==> src/core/ads_pkg.sv <==
/*
  Shared constants and types for the attenuator DAC code stepper.
  Assumes a single 20 MHz core clock and pins sampled through synchronisers.
*/
package ads_pkg;

  // ----------------------------------------
  // Code and SPI frame
  // ----------------------------------------
  localparam int CODE_W = 10;
  localparam int SPI_BITS = 13;
  localparam logic [3:0] SPI_LAST_IDX = 4'hc;
  localparam logic [3:0] SPI_CNT_RST = 4'h0;
  localparam logic [9:0] CODE_ZERO = 10'h000;
  localparam logic [9:0] CODE_MAX = 10'h3ff;
  localparam logic [9:0] REG_RST = 10'h000;
  localparam logic [1:0] ADDR_CODE = 2'h0;
  localparam logic [1:0] ADDR_UP = 2'h1;
  localparam logic [1:0] ADDR_DOWN = 2'h2;
  localparam logic [1:0] ADDR_CFG = 2'h3;
  localparam int RDBK_BIT = 9;

  // ----------------------------------------
  // Pin sampling
  // ----------------------------------------
  localparam int PIN_N = 7;
  localparam int PIN_MODE = 0;
  localparam int PIN_UP = 1;
  localparam int PIN_DOWN = 2;
  localparam int PIN_REF = 3;
  localparam int PIN_SCLK = 4;
  localparam int PIN_DIN = 5;
  localparam int PIN_CS = 6;
  // Step pins and chip select idle high
  localparam logic [6:0] PIN_IDLE = 7'h46;

  typedef logic [9:0] ads_code_t;

  typedef enum logic [1:0] {
    SPI_IDLE = 2'b00,
    SPI_SHIFT = 2'b01,
    SPI_FULL = 2'b10,
    SPI_OVER = 2'b11
  } ads_spi_st_e;

  typedef struct packed {
    logic rw;
    logic [1:0] addr;
    logic [9:0] data;
  } ads_frame_s;

  typedef struct packed {
    logic cs_n;
    logic din;
    logic sclk;
    logic ref_sel;
    logic step_down_pin;
    logic step_up_pin;
    logic mode;
  } ads_pins_s;

endpackage : ads_pkg

==> src/core/ads_stepper.sv <==
/*
  Attenuator DAC code holder and step engine with its SPI write latch.
  Assumes all pins are asynchronous to core_clk and change slowly
  against it; every level must hold at least two clock cycles.
*/
`timescale 1ns/1ps

// What this block does
// - With mode low the DAC code follows the code register and the step pins are ignored.
// - With mode high the DAC code changes only through step pin activity.
// - In step mode the step-up amount register sets each increment.
// - In step mode the step-down amount register sets each decrement.
// - In step mode both step pins low force the DAC code to zero.
// - A low pulse on step-up while step-down is high adds the step-up amount.
// - A low pulse on step-down while step-up is high subtracts the step-down amount.
// - Stepping saturates at the code maximum and at zero without wrapping.
// - Reference select low picks the internal DAC reference.
// - Reference select high picks the external reference pin.
// - A 13-bit write lands in the addressed register only on chip-select rising.
module ads_stepper (
  input logic core_clk,
  input logic reset_n,
  input ads_pkg::ads_pins_s pin_in,
  output ads_pkg::ads_code_t dac_code_reg,
  output logic ext_ref_sel_reg,
  output logic readback_en_reg,
  output logic step_mode_reg
);
  import ads_pkg::*;

  // ----------------------------------------
  // Reset release
  // ----------------------------------------
  logic rst_meta_reg;
  logic rst_n_reg;

  always_ff @(posedge core_clk or negedge reset_n) begin
    if (!reset_n) begin
      rst_meta_reg <= 1'b0;
      rst_n_reg <= 1'b0;
    end else begin
      rst_meta_reg <= 1'b1;
      rst_n_reg <= rst_meta_reg;
    end
  end

  // ----------------------------------------
  // Pin synchronisers
  // ----------------------------------------
  logic [PIN_N-1:0] pin_raw;
  logic [PIN_N-1:0] s1_reg;
  logic [PIN_N-1:0] s2_reg;
  logic [PIN_N-1:0] s3_reg;
  logic [PIN_N-1:0] lvl_reg;
  logic [PIN_N-1:0] prev_reg;
  logic [PIN_N-1:0] agree;
  logic [PIN_N-1:0] lvl_next;
  logic [PIN_N-1:0] rise;

  assign pin_raw = pin_in;
  // Level moves only when the last two stages agree, so a runt is dropped
  assign agree = ~(s2_reg ^ s3_reg);
  assign lvl_next = (s3_reg & agree) | (lvl_reg & ~agree);
  assign rise = lvl_reg & ~prev_reg;

  always_ff @(posedge core_clk or negedge rst_n_reg) begin
    if (!rst_n_reg) begin
      s1_reg <= PIN_IDLE;
      s2_reg <= PIN_IDLE;
      s3_reg <= PIN_IDLE;
      lvl_reg <= PIN_IDLE;
      prev_reg <= PIN_IDLE;
    end else begin
      s1_reg <= pin_raw;
      s2_reg <= s1_reg;
      s3_reg <= s2_reg;
      lvl_reg <= lvl_next;
      prev_reg <= lvl_reg;
    end
  end

  logic mode_lvl;
  logic up_lvl;
  logic dn_lvl;
  logic ref_lvl;
  logic din_lvl;
  logic cs_lvl;
  logic up_rise;
  logic dn_rise;
  logic sclk_rise;
  logic cs_rise;

  assign mode_lvl = lvl_reg[PIN_MODE];
  assign up_lvl = lvl_reg[PIN_UP];
  assign dn_lvl = lvl_reg[PIN_DOWN];
  assign ref_lvl = lvl_reg[PIN_REF];
  assign din_lvl = lvl_reg[PIN_DIN];
  assign cs_lvl = lvl_reg[PIN_CS];
  // One step per pulse, taken on the return to high
  assign up_rise = rise[PIN_UP];
  assign dn_rise = rise[PIN_DOWN];
  assign sclk_rise = rise[PIN_SCLK];
  assign cs_rise = rise[PIN_CS];

  // ----------------------------------------
  // SPI write latch
  // ----------------------------------------
  ads_spi_st_e spi_st_reg;
  ads_spi_st_e spi_st_next;
  logic [3:0] bit_cnt_reg;
  logic [3:0] bit_cnt_next;
  ads_frame_s frame_reg;
  ads_frame_s frame_next;
  logic [SPI_BITS-1:0] frame_shift;
  logic wr_go;
  logic wr_code;
  logic wr_up;
  logic wr_down;
  logic wr_cfg;
  ads_code_t code0_reg;
  ads_code_t step_up_reg;
  ads_code_t step_down_reg;

  function automatic logic addr_hit(input ads_frame_s f, input logic [1:0] a);
    return f.addr == a;
  endfunction : addr_hit

  assign frame_shift = {frame_reg[SPI_BITS-2:0], din_lvl};
  // Short or long frames never reach the registers
  assign wr_go = cs_rise && (spi_st_reg == SPI_FULL) && !frame_reg.rw;
  assign wr_code = wr_go && addr_hit(frame_reg, ADDR_CODE);
  assign wr_up = wr_go && addr_hit(frame_reg, ADDR_UP);
  assign wr_down = wr_go && addr_hit(frame_reg, ADDR_DOWN);
  assign wr_cfg = wr_go && addr_hit(frame_reg, ADDR_CFG);

  always_comb begin
    spi_st_next = spi_st_reg;
    bit_cnt_next = bit_cnt_reg;
    frame_next = frame_reg;
    if (cs_lvl) begin
      spi_st_next = SPI_IDLE;
      bit_cnt_next = SPI_CNT_RST;
    end else if (sclk_rise) begin
      case (spi_st_reg)
        SPI_IDLE, SPI_SHIFT: begin
          frame_next = ads_frame_s'(frame_shift);
          bit_cnt_next = bit_cnt_reg + 4'h1;
          spi_st_next = (bit_cnt_reg == SPI_LAST_IDX) ? SPI_FULL : SPI_SHIFT;
        end
        default: begin
          spi_st_next = SPI_OVER;
        end
      endcase
    end
  end

  always_ff @(posedge core_clk or negedge rst_n_reg) begin
    if (!rst_n_reg) begin
      spi_st_reg <= SPI_IDLE;
      bit_cnt_reg <= SPI_CNT_RST;
      frame_reg <= '0;
    end else begin
      spi_st_reg <= spi_st_next;
      bit_cnt_reg <= bit_cnt_next;
      frame_reg <= frame_next;
    end
  end

  always_ff @(posedge core_clk or negedge rst_n_reg) begin
    if (!rst_n_reg) begin
      code0_reg <= REG_RST;
      step_up_reg <= REG_RST;
      step_down_reg <= REG_RST;
      readback_en_reg <= 1'b0;
    end else begin
      if (wr_code) code0_reg <= frame_reg.data;
      if (wr_up) step_up_reg <= frame_reg.data;
      if (wr_down) step_down_reg <= frame_reg.data;
      if (wr_cfg) readback_en_reg <= frame_reg.data[RDBK_BIT];
    end
  end

  // ----------------------------------------
  // Step engine
  // ----------------------------------------
  logic [CODE_W:0] up_sum;
  logic [CODE_W:0] dn_diff;
  ads_code_t up_clamped;
  ads_code_t dn_clamped;
  ads_code_t step_next;
  ads_code_t code_next;
  logic both_low;
  logic do_up;
  logic do_dn;

  // Extra carry bit catches overflow and borrow without wrapping
  assign up_sum = {1'b0, dac_code_reg} + {1'b0, step_up_reg};
  assign dn_diff = {1'b0, dac_code_reg} - {1'b0, step_down_reg};
  assign up_clamped = up_sum[CODE_W] ? CODE_MAX : up_sum[CODE_W-1:0];
  assign dn_clamped = dn_diff[CODE_W] ? CODE_ZERO : dn_diff[CODE_W-1:0];
  assign both_low = !up_lvl && !dn_lvl;
  // Simultaneous releases give priority to the increment
  assign do_up = up_rise && dn_lvl;
  assign do_dn = dn_rise && up_lvl;
  assign step_next = both_low ? CODE_ZERO :
                     do_up ? up_clamped :
                     do_dn ? dn_clamped :
                     dac_code_reg;
  // Entering step mode starts from the current register code
  assign code_next = mode_lvl ? step_next : code0_reg;

  always_ff @(posedge core_clk or negedge rst_n_reg) begin
    if (!rst_n_reg) begin
      dac_code_reg <= CODE_ZERO;
      ext_ref_sel_reg <= 1'b0;
      step_mode_reg <= 1'b0;
    end else begin
      dac_code_reg <= code_next;
      ext_ref_sel_reg <= ref_lvl;
      step_mode_reg <= mode_lvl;
    end
  end
endmodule : ads_stepper

==> config.mk <==
export PLATFORM = sky130hd
export DESIGN_NAME = ads_stepper
export DESIGN_NICKNAME = d
export VERILOG_FILES = /design/src/core/ads_pkg.sv /design/src/core/ads_stepper.sv
export SDC_FILE = /design/constraint.sdc
export NUM_CORES = 1
export LEC_CHECK = 0
export ABC_AREA = 1
export BUFFER_PORTS_ARGS = -buffer_cell sky130_fd_sc_hd__buf_4
export CAP_MARGIN = 0
export CORE_MARGIN = 2
export CORE_UTILIZATION = 45
export CTS_CLUSTER_DIAMETER = 30
export DETAILED_ROUTE_END_ITERATION = 6
export RECOVER_POWER = 25
export SYNTH_ARGS = -nofsm -noshare
export SYNTH_HDL_FRONTEND = slang
export SYNTH_SLANG_ARGS = --single-unit
==> constraint.sdc <==
create_clock -name core_clk -period 8.8 [get_ports core_clk]
set_input_delay 0.44 -clock core_clk [delete_from_list [all_inputs] [get_ports core_clk]]
set_output_delay 0.44 -clock core_clk [all_outputs]
set_load 0.005 [all_outputs]
==> results_tabular.tex, run 1 <==
\begin{tabular}{lr}
\hline
Metric & Value \\
\hline
\multicolumn{2}{l}{\textbf{Worst setup path}} \\
\quad Critical path class & reg -> reg \\
\quad RR Endpoint & step\_up\_reg[7] \\
\quad Max FO, Critical Path & 20 \\
\quad Worst R2R Setup Slack & 6.47 ns \\
\quad Worst reg2reg path depth & 6 \\
\quad Crit path launch type & register \\
\quad Critical path capture point type & register \\
\quad CP required & 9.06 ns \\
\quad Data arrival time of the worst path & 2.59 ns \\
\multicolumn{2}{l}{\textbf{Power}} \\
\quad Switching portion of total power & 0.377 \\
\quad Net switching component of the power & 0.480 mW \\
\quad Share of power burned in the clock network & 0.226 \\
\quad Power per cell area & 246 nW/um2 \\
\quad Part of the power in registers & 0.434 \\
\quad Post-layout total power & 1.27 mW \\
\quad Worst IR drop on VDD & 0.113 mV \\
\quad Leak & 2.50 nW \\
\quad Internal Power & 0.794 mW \\
\quad Share of power burned in combinational logic & 0.340 \\
\multicolumn{2}{l}{\textbf{Yosys}} \\
\quad Synthesized-area fraction occupied by adder cells & 0.0818 \\
\quad Number of nets in the synthesized netlist & 563 \\
\quad Gate count after technology mapping & 530 \\
\quad Number of synthesis warnings & 0 \\
\quad Share of synthesized area occupied by flip-flops and latches & 0.514 \\
\quad Number of flops mapped to enable cells by yosys & 0 \\
\quad Number of register bits inferred by synthesis & 96 \\
\quad Avg Cell Area, Syn & 8.89 um2 \\
\quad Number of unique standard cell types used by synthesis & 35 \\
\quad Share of the synthesized netlist area taken by xor and xnor gates & 0.0130 \\
\quad Mux cell area share after synthesis & 0 \\
\quad Post-Syn Area & 4710 um2 \\
\quad Compound-cell area share of the yosys netlist & 0.110 \\
\quad Primary flip-flop cell chosen by synthesis mapping & sky130\_fd\_sc\_hd\_\_dfrtp\_1 \\
\quad Combinational family with the most area after synthesis & simple AND/OR/NAND/NOR gates \\
\quad Synthesized-area fraction occupied by and/or/nand/nor cells & 0.211 \\
\quad FFs w/ async S/R, synth & 1.00 \\
\multicolumn{2}{l}{\textbf{Clock network}} \\
\quad PostCTS Resize Cnt & 0 \\
\quad CTS HTree Levels & 3 \\
\quad Clock transition at the register clock pins on the worst setup and hold paths after CTS & 0.09 ns \\
\quad TritonCTS Sinks & 96 \\
\quad Worst skew pair latency & 0.36 ns \\
\quad Clock tree from TritonCTS & yes \\
\quad Clock buffer count from CTS & 9 \\
\quad Max Root-Sink Buffers & 2 \\
\quad Cell at the root of the clock tree & sky130\_fd\_sc\_hd\_\_clkbuf\_8 \\
\multicolumn{2}{l}{\textbf{Global route}} \\
\quad Initial antenna violation count & 0 \\
\quad Pin count of the biggest net entering global routing & 58 \\
\quad Total grt overflow & 0 \\
\quad Vias in the first global route & 3277 \\
\quad Global-route wire length before repair & 16.4 mm \\
\quad All-layer global routing usage & 0.187 \\
\multicolumn{2}{l}{\textbf{Route}} \\
\quad Initial DRC Count & 236 \\
\quad Wirelength, routed & 9.83 mm \\
\quad Via density per instance & 4.95 \\
\quad WL/cell & 14.1 um \\
\quad Pre-Repair DR Iteration Count & 4 \\
\quad Post-route ant nets & 0 \\
\quad Post-route DRC violation count & 0 \\
\quad Vias after detailed routing & 3442 \\
\multicolumn{2}{l}{\textbf{STA}} \\
\quad Hold Fails Final Rpt & 0 \\
\quad Top achievable clock speed & 428 MHz \\
\quad Setup repair after global routing missed its margin & no \\
\quad Min Tclk post-route & 2.33 ns \\
\quad Worst Hold Slack & 0.180 ns \\
\quad Worst clock skew on the final layout & 0.00598 ns \\
\quad Worst-margin pin slew & 1.44 ns \\
\quad Final worst-path setup slack & 6.47 ns \\
\quad Share of the clock period used by the worst path after layout & 0.265 \\
\quad Sum of negative setup slack & 0 ns \\
\quad Final setup violation count & 0 \\
\quad Slew Limit Headroom & 0.0385 \\
\quad Fin. max-slew vios & 0 \\
\multicolumn{2}{l}{\textbf{Finish}} \\
\quad Fill cells & 964 \\
\quad Final standard cell count with taps included and fillers excluded & 695 \\
\quad Net count reported at finish & 587 \\
\quad Most common cell after layout, fill and taps aside & sky130\_fd\_sc\_hd\_\_nand2\_1 \\
\quad Ant diodes & 0 \\
\quad Max reg flops & 13 \\
\quad Layout Area Growth over Synthesis & 10.1\% \\
\quad Most frequent cells in the layout & 136 x sky130\_fd\_sc\_hd\_\_nand2\_1, 81 x sky130\_fd\_sc\_hd\_\_dfrtp\_1, 61 x sky130\_fd\_sc\_hd\_\_inv\_1, 37 x sky130\_fd\_sc\_hd\_\_nand3\_1, 35 x sky130\_fd\_sc\_hd\_\_o21ai\_0 \\
\quad Cell area after layout & 5190 um2 \\
\quad Fraction of final layout cells with drive strength greater than 1 & 0.131 \\
\quad Register Area & 2420 um2 \\
\quad Finished Core Util & 0.507 \\
\quad Area used by multi-input combinational logic & 1970 um2 \\
\multicolumn{2}{l}{\textbf{Floorplan}} \\
\quad Vertical die dimension & 106 um \\
\quad Chip width & 106 um \\
\quad Placement Rows & 37 \\
\quad I/O pin total & 22 \\
\quad Core area & 10200 um2 \\
\quad Die ar. & 11300 um2 \\
\quad Initial Utilization & 0.461 \\
\multicolumn{2}{l}{\textbf{Placed design}} \\
\quad Half-perimeter wire length after placement & 7.35 mm \\
\quad Total placed instance area & 4990 um2 \\
\quad Quantity of I/O buffers inserted on ports & 21 \\
\quad Pre-CTS setup slack & 6.53 ns \\
\quad Post-Place Cells & 678 \\
\quad Weighted congestion at the end of routability-driven global placement & 0.850 \\
\multicolumn{2}{l}{\textbf{Min path}} \\
\quad Min-Delay Path Class & in -> reg \\
\quad Beginning of the worst hold path & pin\_in[1] \\
\quad Capture endpoint of the worst hold path & s1\_reg[1] \\
\quad Number of cells on the worst hold path & 1 \\
\multicolumn{2}{l}{\textbf{Job}} \\
\quad Count of max-cap constraint violations & 0 \\
\multicolumn{2}{l}{\textbf{Status}} \\
\quad Outcome & finished, final reports clean \\
\hline
\end{tabular}
-- critical path, stage by stage (launching register included) --
cell and delay [ns]:
sky130_fd_sc_hd__dfstp_1 0.62, sky130_fd_sc_hd__inv_2 0.10, sky130_fd_sc_hd__nor2_1 0.15, sky130_fd_sc_hd__nand2_1 0.13
sky130_fd_sc_hd__nor3_2 0.88, sky130_fd_sc_hd__nand2_1 0.19, sky130_fd_sc_hd__o21a_1 0.17
-- cell families after synthesis --
group           Yosys count
other cells               1
xor+xnor                  7
simple gates            227
compound gates           88
fa+ha+maj                31
flops                    96
buf+inv                  80
-- repair_timing --
action | in CTS | in global routing
setup endpoints to repair | 0 | 0
hold endpoints to repair | 2 | 0
hold buffers | 1 | 0
buffers inserted | 0 | 0
-- how the worst max path moves through the flow --
stage | depth (start not counted) | to | slack (ns) | startpoint
2_1_floorplan | 0 | async pin | 5.95 | rst_n_reg
3_3_place_gp | 6 | step_up_reg[0] | 6.54 | register
3_5_place_dp | 6 | step_up_reg[0] | 6.53 | register
4_1_cts | 6 | step_up_reg[0] | 6.49 | register
5_1_grt | 6 | step_up_reg[6] | 6.15 | register
6_report | 6 | step_up_reg[7] | 6.47 | register
-- synthesized netlist by cell type (all sizes together), types with 2 or more instances --
cell type  number  area share
a21o            2      0.0032
a21oi          32       0.039
a22oi           2      0.0053
buf             7       0.011
clkbuf          3      0.0024
clkinv          2      0.0016
dfrtp          81        0.43
dfstp          15       0.084
fa              2      0.0085
ha             22       0.058
inv            68       0.054
maj3            7       0.015
nand2         140        0.11
nand3          39       0.044
nand3b          5      0.0080
nand4           4      0.0053
nor2           32       0.028
nor3            7       0.013
o21a           12       0.019
o21ai          37       0.039
o21bai          2      0.0032
xnor2           4      0.0074
xor2            3      0.0056
-- area by class of cell --
| class | count | area share |
|---|---|---|
| well taps | 136 | 0.0328 |
| clock inverters | 5 | 0.0123 |
| multi-input cells | 354 | 0.379 |
| clock buffers | 11 | 0.0253 |
| repair buffers | 23 | 0.0331 |
| inverters | 70 | 0.0507 |
| flip-flops and latches | 96 | 0.467 |
-- per-layer routing --
layer / GRT usage / routed length (um) / vias to the layer above
met4: 0.0667 / 150 / 0
met5: 0 / 0 / -
li1: - / - / 1764
met1: 0.266 / 4900 / 1609
met2: 0.289 / 4440 / 57
met3: 0.0319 / 344 / 12
-- power groups by stage --
stage | registers (mW) | clock network [mW] | logic, mW
2_1_floorplan | 0.548 | 0 | 0.316
3_3_place_gp | 0.562 | 0 | 0.429
3_5_place_dp | 0.562 | 0 | 0.434
4_1_cts | 0.554 | 0.298 | 0.437
5_1_grt | 0.560 | 0.316 | 0.495
6_report | 0.552 | 0.288 | 0.434
Power figures use the tool's default switching activity.
==> inputs of run 2 (changes only) <==
clock period = 2.21 ns   (was 8.8 ns; I/O delays follow)
==> run 2 against run 1 <==
Against the previous run: setup slack lost 6.3 ns; sequential share of layout area shrank 0.95 points; cell count grew 1.7%; clock skew grew 0.0032 ns; die area is the same; utilization grew 1.1 points; sequential power grew to 4.0 times the previous value; non-clock buffer count grew 12; fmax grew 17%; largest cell class unchanged; highest routed layer unchanged.
==> results_tabular.tex, run 2 (synthesized netlist as in run 1, its figures left out) <==
\begin{tabular}{lr}
\hline
Metric & Value \\
\hline
\multicolumn{2}{l}{\textbf{Status}} \\
\quad Outcome & finished, final reports clean \\
\multicolumn{2}{l}{\textbf{Finish}} \\
\quad Most frequent cells in the layout & 136 x sky130\_fd\_sc\_hd\_\_nand2\_1, 81 x sky130\_fd\_sc\_hd\_\_dfrtp\_1, 61 x sky130\_fd\_sc\_hd\_\_inv\_1, 36 x sky130\_fd\_sc\_hd\_\_nand3\_1, 34 x sky130\_fd\_sc\_hd\_\_o21ai\_0 \\
\quad Area used by multi-input combinational logic & 1980 um2 \\
\quad Finished Core Util & 0.517 \\
\quad Net count reported at finish & 599 \\
\quad Most common cell after layout, fill and taps aside & sky130\_fd\_sc\_hd\_\_nand2\_1 \\
\quad Max reg flops & 13 \\
\quad Fraction of final layout cells with drive strength greater than 1 & 0.145 \\
\quad Layout Area Growth over Synthesis & 12.3\% \\
\quad Ant diodes & 0 \\
\quad Fill cells & 986 \\
\quad Register Area & 2420 um2 \\
\multicolumn{2}{l}{\textbf{STA}} \\
\quad Hold Fails Final Rpt & 0 \\
\quad Share of the clock period used by the worst path after layout & 0.904 \\
\quad Sum of negative setup slack & 0 ns \\
\quad Fin. max-slew vios & 0 \\
\quad Slew Limit Headroom & 0.333 \\
\quad Min Tclk post-route & 2.00 ns \\
\quad Top achievable clock speed & 500 MHz \\
\quad Worst clock skew on the final layout & 0.00916 ns \\
\quad Final setup violation count & 0 \\
\quad Worst-margin pin slew & 1.00 ns \\
\quad Worst Hold Slack & 0.0711 ns \\
\quad Setup repair after global routing missed its margin & no \\
\multicolumn{2}{l}{\textbf{Route}} \\
\quad Routed met3 length & 323 um \\
\quad Initial DRC Count & 186 \\
\quad Top Metal Used & met4 \\
\quad Post-route DRC violation count & 0 \\
\quad Vias after detailed routing & 3528 \\
\quad WL/cell & 14.2 um \\
\quad Post-route ant nets & 0 \\
\quad Met1 WL & 4.77 mm \\
\quad Via density per instance & 4.99 \\
\quad Wirelength, routed & 10.0 mm \\
\quad Detail Route met2 WL & 4.65 mm \\
\quad Pre-Repair DR Iteration Count & 4 \\
\multicolumn{2}{l}{\textbf{Floorplan}} \\
\quad Placement Rows & 37 \\
\quad Chip width & 106 um \\
\quad Die ar. & 11300 um2 \\
\quad I/O pin total & 22 \\
\quad Core area & 10200 um2 \\
\quad Initial Utilization & 0.461 \\
\quad Vertical die dimension & 106 um \\
\multicolumn{2}{l}{\textbf{Clock network}} \\
\quad TritonCTS Sinks & 96 \\
\quad Clock transition at the register clock pins on the worst setup and hold paths after CTS & 0.10 ns \\
\quad Worst skew pair latency & 0.36 ns \\
\quad Cell at the root of the clock tree & sky130\_fd\_sc\_hd\_\_clkbuf\_8 \\
\quad Max Root-Sink Buffers & 2 \\
\quad CTS HTree Levels & 3 \\
\quad Post-CTS setup buffer count & 0 \\
\quad Clock buffer count from CTS & 9 \\
\quad Clock tree from TritonCTS & yes \\
\multicolumn{2}{l}{\textbf{Global route}} \\
\quad Global-route wire length before repair & 17.0 mm \\
\quad Pin count of the biggest net entering global routing & 48 \\
\quad Vias in the first global route & 3470 \\
\quad Initial antenna violation count & 0 \\
\quad All-layer global routing usage & 0.194 \\
\quad Total grt overflow & 0 \\
\multicolumn{2}{l}{\textbf{Worst setup path}} \\
\quad Crit path launch type & register \\
\quad Max FO, Critical Path & 10 \\
\quad CP required & 2.46 ns \\
\quad Critical path capture point type & register \\
\quad Data arrival time of the worst path & 2.25 ns \\
\quad Critical path class & reg -> reg \\
\multicolumn{2}{l}{\textbf{Min path}} \\
\quad Min-Delay Path Class & in -> async \\
\multicolumn{2}{l}{\textbf{Power}} \\
\quad Leak & 2.55 nW \\
\quad Share of power burned in combinational logic & 0.350 \\
\quad Worst IR drop on VDD & 0.548 mV \\
\quad Share of power burned in the clock network & 0.213 \\
\quad Internal Power & 3.07 mW \\
\quad Net switching component of the power & 1.95 mW \\
\quad Part of the power in registers & 0.437 \\
\quad Power per cell area & 949 nW/um2 \\
\quad Switching portion of total power & 0.388 \\
\multicolumn{2}{l}{\textbf{Placed design}} \\
\quad Weighted congestion at the end of routability-driven global placement & 0.971 \\
\quad Quantity of I/O buffers inserted on ports & 21 \\
\quad Half-perimeter wire length after placement & 7.48 mm \\
\multicolumn{2}{l}{\textbf{Job}} \\
\quad Count of max-cap constraint violations & 0 \\
\hline
\end{tabular}
run 2: repair_timing:
item	in CTS	in global routing
endpoints found under the setup margin	0	7
endpoints found under the hold margin	9	0
hold buffers	8	0
resized for setup	0	6
run 2: worst max-delay path, cell delays in order, from the launching register on:
cell,delay [ns]
sky130_fd_sc_hd__dfrtp_1,0.46
sky130_fd_sc_hd__ha_1,0.40
sky130_fd_sc_hd__nand2_1,0.13
sky130_fd_sc_hd__nand2_1,0.06
sky130_fd_sc_hd__nand2_1,0.06
sky130_fd_sc_hd__nand2_1,0.05
sky130_fd_sc_hd__nand2_1,0.07
sky130_fd_sc_hd__nand3_2,0.22
sky130_fd_sc_hd__nand3_1,0.20
sky130_fd_sc_hd__nand2_1,0.08
sky130_fd_sc_hd__nand3_1,0.10
sky130_fd_sc_hd__a21oi_2,0.06
run 2: worst paths after layout:
check | from | endpoint | slack (ns) | depth (start not counted)
worst max-delay path | dac_code_reg[3] | dac_code_reg[9] | 0.21 | 11
worst max register to register | dac_code_reg[3] | dac_code_reg[9] | 0.21 | 11
worst min register to register | rst_n_reg | s2_reg[5] | 0.31 | 0
min in group core_clk | s1_reg[3] | s2_reg[3] | 0.36 | 0
worst min-delay path | reset_n | rst_n_reg | 0.07 | 2
max in group asynchronous | rst_n_reg | step_down_reg[9] | 0.45 | 1
run 2: per-layer routing:
layer / global-route usage / vias up
li1: - / 1775
met1: 0.260 / 1663
met2: 0.316 / 72
met3: 0.0294 / 18
met4: 0.0818 / 0
met5: 0 / -
run 2: power by group through the flow:
stage	Sequential [mW]	Clock [mW]	Combinational, mW
floorplan	2.18	0	1.26
global placement	2.23	0	1.70
detailed placement	2.24	0	1.73
CTS	2.21	1.11	1.75
global route	2.23	1.18	2.03
finish	2.20	1.07	1.76
run 2: final cells by class:
class / instances / area share
clock buffers: 10 / 0.0241
clock inverters: 6 / 0.00969
inverters: 70 / 0.0496
multi-input cells: 354 / 0.375
flip-flops and latches: 96 / 0.457
well taps: 136 / 0.0321
repair buffers: 35 / 0.0522
run 2: through the flow:
step | worst slack (ns) | instance area [um2] | power [mW] | cells
2_1_floorplan | 0.336 | 4710 | 3.44 | 530
3_3_place_gp | 0.160 | 5040 | 3.93 | 683
3_5_place_dp | 0.132 | 5040 | 3.97 | 683
4_1_cts | 0.0844 | 5300 | 5.06 | 707
5_1_grt | 0.0313 | 5290 | 5.44 | 707
6_report | 0.212 | 5290 | 5.02 | 707
==> inputs of run 3 (changes only) <==
CORE_UTILIZATION = 40   (was 45)
==> run 3 against run 2 <==
Against the previous run: non-clock buffer count rose by 1; clock power rose by 46%; cell count rose by 0.99%; utilization fell by 4.2 points; first-iteration DRC count did not move; design area rose by 3.0%; global-route usage fell by 2.5 points; die area rose by 12%; largest cell class unchanged; largest power group unchanged; highest routed layer unchanged.
==> results_tabular.tex, run 3 (synthesized netlist as in run 1, its figures left out) <==
\begin{tabular}{lr}
\hline
Metric & Value \\
\hline
\multicolumn{2}{l}{\textbf{STA}} \\
\quad Slew Limit Headroom & 0.233 \\
\quad Share of the clock period used by the worst path after layout & 0.932 \\
\quad Fin. max-slew vios & 0 \\
\quad Hold Fails Final Rpt & 0 \\
\quad Worst-margin pin slew & 1.15 ns \\
\quad Worst clock skew on the final layout & 0.00824 ns \\
\quad Sum of negative setup slack & 0 ns \\
\quad Final setup violation count & 0 \\
\quad Top achievable clock speed & 485 MHz \\
\quad Min Tclk post-route & 2.06 ns \\
\quad Worst Hold Slack & 0.0779 ns \\
\multicolumn{2}{l}{\textbf{Job}} \\
\quad Count of max-cap constraint violations & 0 \\
\multicolumn{2}{l}{\textbf{Min path}} \\
\quad Min-Delay Path Class & in -> async \\
\multicolumn{2}{l}{\textbf{Clock network}} \\
\quad Post-CTS setup buffer count & 0 \\
\quad Cell at the root of the clock tree & sky130\_fd\_sc\_hd\_\_clkbuf\_16 \\
\quad Max Root-Sink Buffers & 2 \\
\quad TritonCTS Sinks & 96 \\
\quad Clock tree from TritonCTS & yes \\
\quad Clock buffer count from CTS & 9 \\
\quad Worst skew pair latency & 0.34 ns \\
\quad CTS HTree Levels & 3 \\
\quad Clock transition at the register clock pins on the worst setup and hold paths after CTS & 0.07 ns \\
\multicolumn{2}{l}{\textbf{Finish}} \\
\quad Layout Area Growth over Synthesis & 15.7\% \\
\quad Fraction of final layout cells with drive strength greater than 1 & 0.152 \\
\quad Most common cell after layout, fill and taps aside & sky130\_fd\_sc\_hd\_\_nand2\_1 \\
\quad Finished Core Util & 0.475 \\
\quad Most frequent cells in the layout & 136 x sky130\_fd\_sc\_hd\_\_nand2\_1, 80 x sky130\_fd\_sc\_hd\_\_dfrtp\_1, 61 x sky130\_fd\_sc\_hd\_\_inv\_1, 35 x sky130\_fd\_sc\_hd\_\_nand3\_1, 35 x sky130\_fd\_sc\_hd\_\_o21ai\_0 \\
\quad Final standard cell count with taps included and fillers excluded & 714 \\
\quad Max reg flops & 13 \\
\quad Ant diodes & 0 \\
\quad Fill cells & 1122 \\
\quad Net count reported at finish & 600 \\
\multicolumn{2}{l}{\textbf{Floorplan}} \\
\quad Chip width & 113 um \\
\quad Die ar. & 12700 um2 \\
\quad Vertical die dimension & 113 um \\
\quad Core area & 11500 um2 \\
\quad I/O pin total & 22 \\
\quad Initial Utilization & 0.411 \\
\quad Placement Rows & 39 \\
\multicolumn{2}{l}{\textbf{Placed design}} \\
\quad Quantity of I/O buffers inserted on ports & 21 \\
\quad Post-Place Cells & 691 \\
\quad Weighted congestion at the end of routability-driven global placement & 0.896 \\
\quad Half-perimeter wire length after placement & 7.60 mm \\
\multicolumn{2}{l}{\textbf{Status}} \\
\quad Outcome & finished, final reports clean \\
\multicolumn{2}{l}{\textbf{Global route}} \\
\quad Initial antenna violation count & 0 \\
\quad Global-route wire length before repair & 17.0 mm \\
\quad Vias in the first global route & 3452 \\
\quad Total grt overflow & 0 \\
\quad Pin count of the biggest net entering global routing & 54 \\
\quad All-layer global routing usage & 0.170 \\
\multicolumn{2}{l}{\textbf{Worst setup path}} \\
\quad Crit path launch type & register \\
\quad Data arrival time of the worst path & 2.33 ns \\
\quad Max FO, Critical Path & 3 \\
\quad Critical path class & reg -> reg \\
\quad Critical path capture point type & register \\
\quad CP required & 2.48 ns \\
\multicolumn{2}{l}{\textbf{Power}} \\
\quad Leak & 2.62 nW \\
\quad Power per cell area & 1010 nW/um2 \\
\quad Worst IR drop on VDD & 0.568 mV \\
\quad Post-layout total power & 5.51 mW \\
\multicolumn{2}{l}{\textbf{Route}} \\
\quad Pre-Repair DR Iteration Count & 4 \\
\quad Post-route ant nets & 0 \\
\quad Via density per instance & 4.90 \\
\quad Vias after detailed routing & 3498 \\
\quad Wirelength, routed & 9.95 mm \\
\quad WL/cell & 13.9 um \\
\quad Post-route DRC violation count & 0 \\
\quad Initial DRC Count & 186 \\
\hline
\end{tabular}
## run 3: cell count changes in the layout (fill, tap and decap cells not counted), moves of 2 or more
cell,delta
sky130_fd_sc_hd__clkbuf_16,+9
sky130_fd_sc_hd__clkbuf_8,-8
sky130_fd_sc_hd__clkinvlp_4,+2
sky130_fd_sc_hd__dfstp_1,-2
sky130_fd_sc_hd__dfstp_2,+2
## run 3: layer usage
| layer | vias to the layer above | track usage | part of all wire |
|---|---|---|---|
| li1 | 1781 | - | - |
| met1 | 1654 | 0.236 | 0.49 |
| met2 | 54 | 0.263 | 0.47 |
| met3 | 9 | 0.0454 | 0.035 |
| met4 | 0 | 0.0496 | 0.012 |
| met5 | - | 0 | 0 |
## run 3: critical path, cell delays in order, from the launching register on
cell	delay [ns]
sky130_fd_sc_hd__dfrtp_1	0.38
sky130_fd_sc_hd__inv_1	0.09
sky130_fd_sc_hd__ha_1	0.25
sky130_fd_sc_hd__fa_2	0.39
sky130_fd_sc_hd__inv_1	0.10
sky130_fd_sc_hd__nand3_1	0.08
sky130_fd_sc_hd__nand3_2	0.10
sky130_fd_sc_hd__nand2_1	0.08
sky130_fd_sc_hd__nand2_1	0.07
sky130_fd_sc_hd__nand2_1	0.04
sky130_fd_sc_hd__nand2_1	0.05
sky130_fd_sc_hd__nand3_1	0.07
sky130_fd_sc_hd__nand2_1	0.08
sky130_fd_sc_hd__nand2_1	0.07
sky130_fd_sc_hd__a21oi_2	0.13
## run 3: path summary, 6_finish.rpt
check	from	to	slack, ns	cells past startpoint
setup reg to reg	dac_code_reg[0]	dac_code_reg[8]	0.15	14
max in group asynchronous	rst_n_reg	code0_reg[7]	0.89	1
setup / recovery	dac_code_reg[0]	dac_code_reg[8]	0.15	14
min in group core_clk	s1_reg[3]	s2_reg[3]	0.35	0
hold / removal	reset_n	rst_meta_reg	0.08	2
hold reg to reg	s1_reg[3]	s2_reg[3]	0.35	0
## run 3: per-stage QoR
| stage | cell area, um2 | setup slack, ns |
|---|---|---|
| floorplan | 4710 | 0.336 |
| global placement | 5050 | 0.153 |
| detailed placement | 5050 | 0.0833 |
| CTS | 5440 | 0.0523 |
| global route | 5450 | -0.0130 |
| finish | 5450 | 0.150 |
## run 3: repair_timing
action	CTS	global route
hold buffers	8	0
setup endpoints to repair	0	8
resized for setup	0	5
endpoints found under the hold margin	9	0
## run 3: final cells by class
type,instances,area [um2],area share
sequential,96,2420,0.444
tap,143,179,0.0328
clock buffer,10,239,0.0438
timing repair buffer,36,299,0.0549
multi-input combinational,354,1990,0.364
clock inverter,5,62.6,0.0115
inverter,70,263,0.0482
## run 3: where the power goes
part	switching, mW	total (mW)	internal (mW)	leakage (nW)
clock network	0.650	1.56	0.909	0.142
registers	0.220	2.20	1.98	1.21
logic	1.08	1.75	0.675	1.27
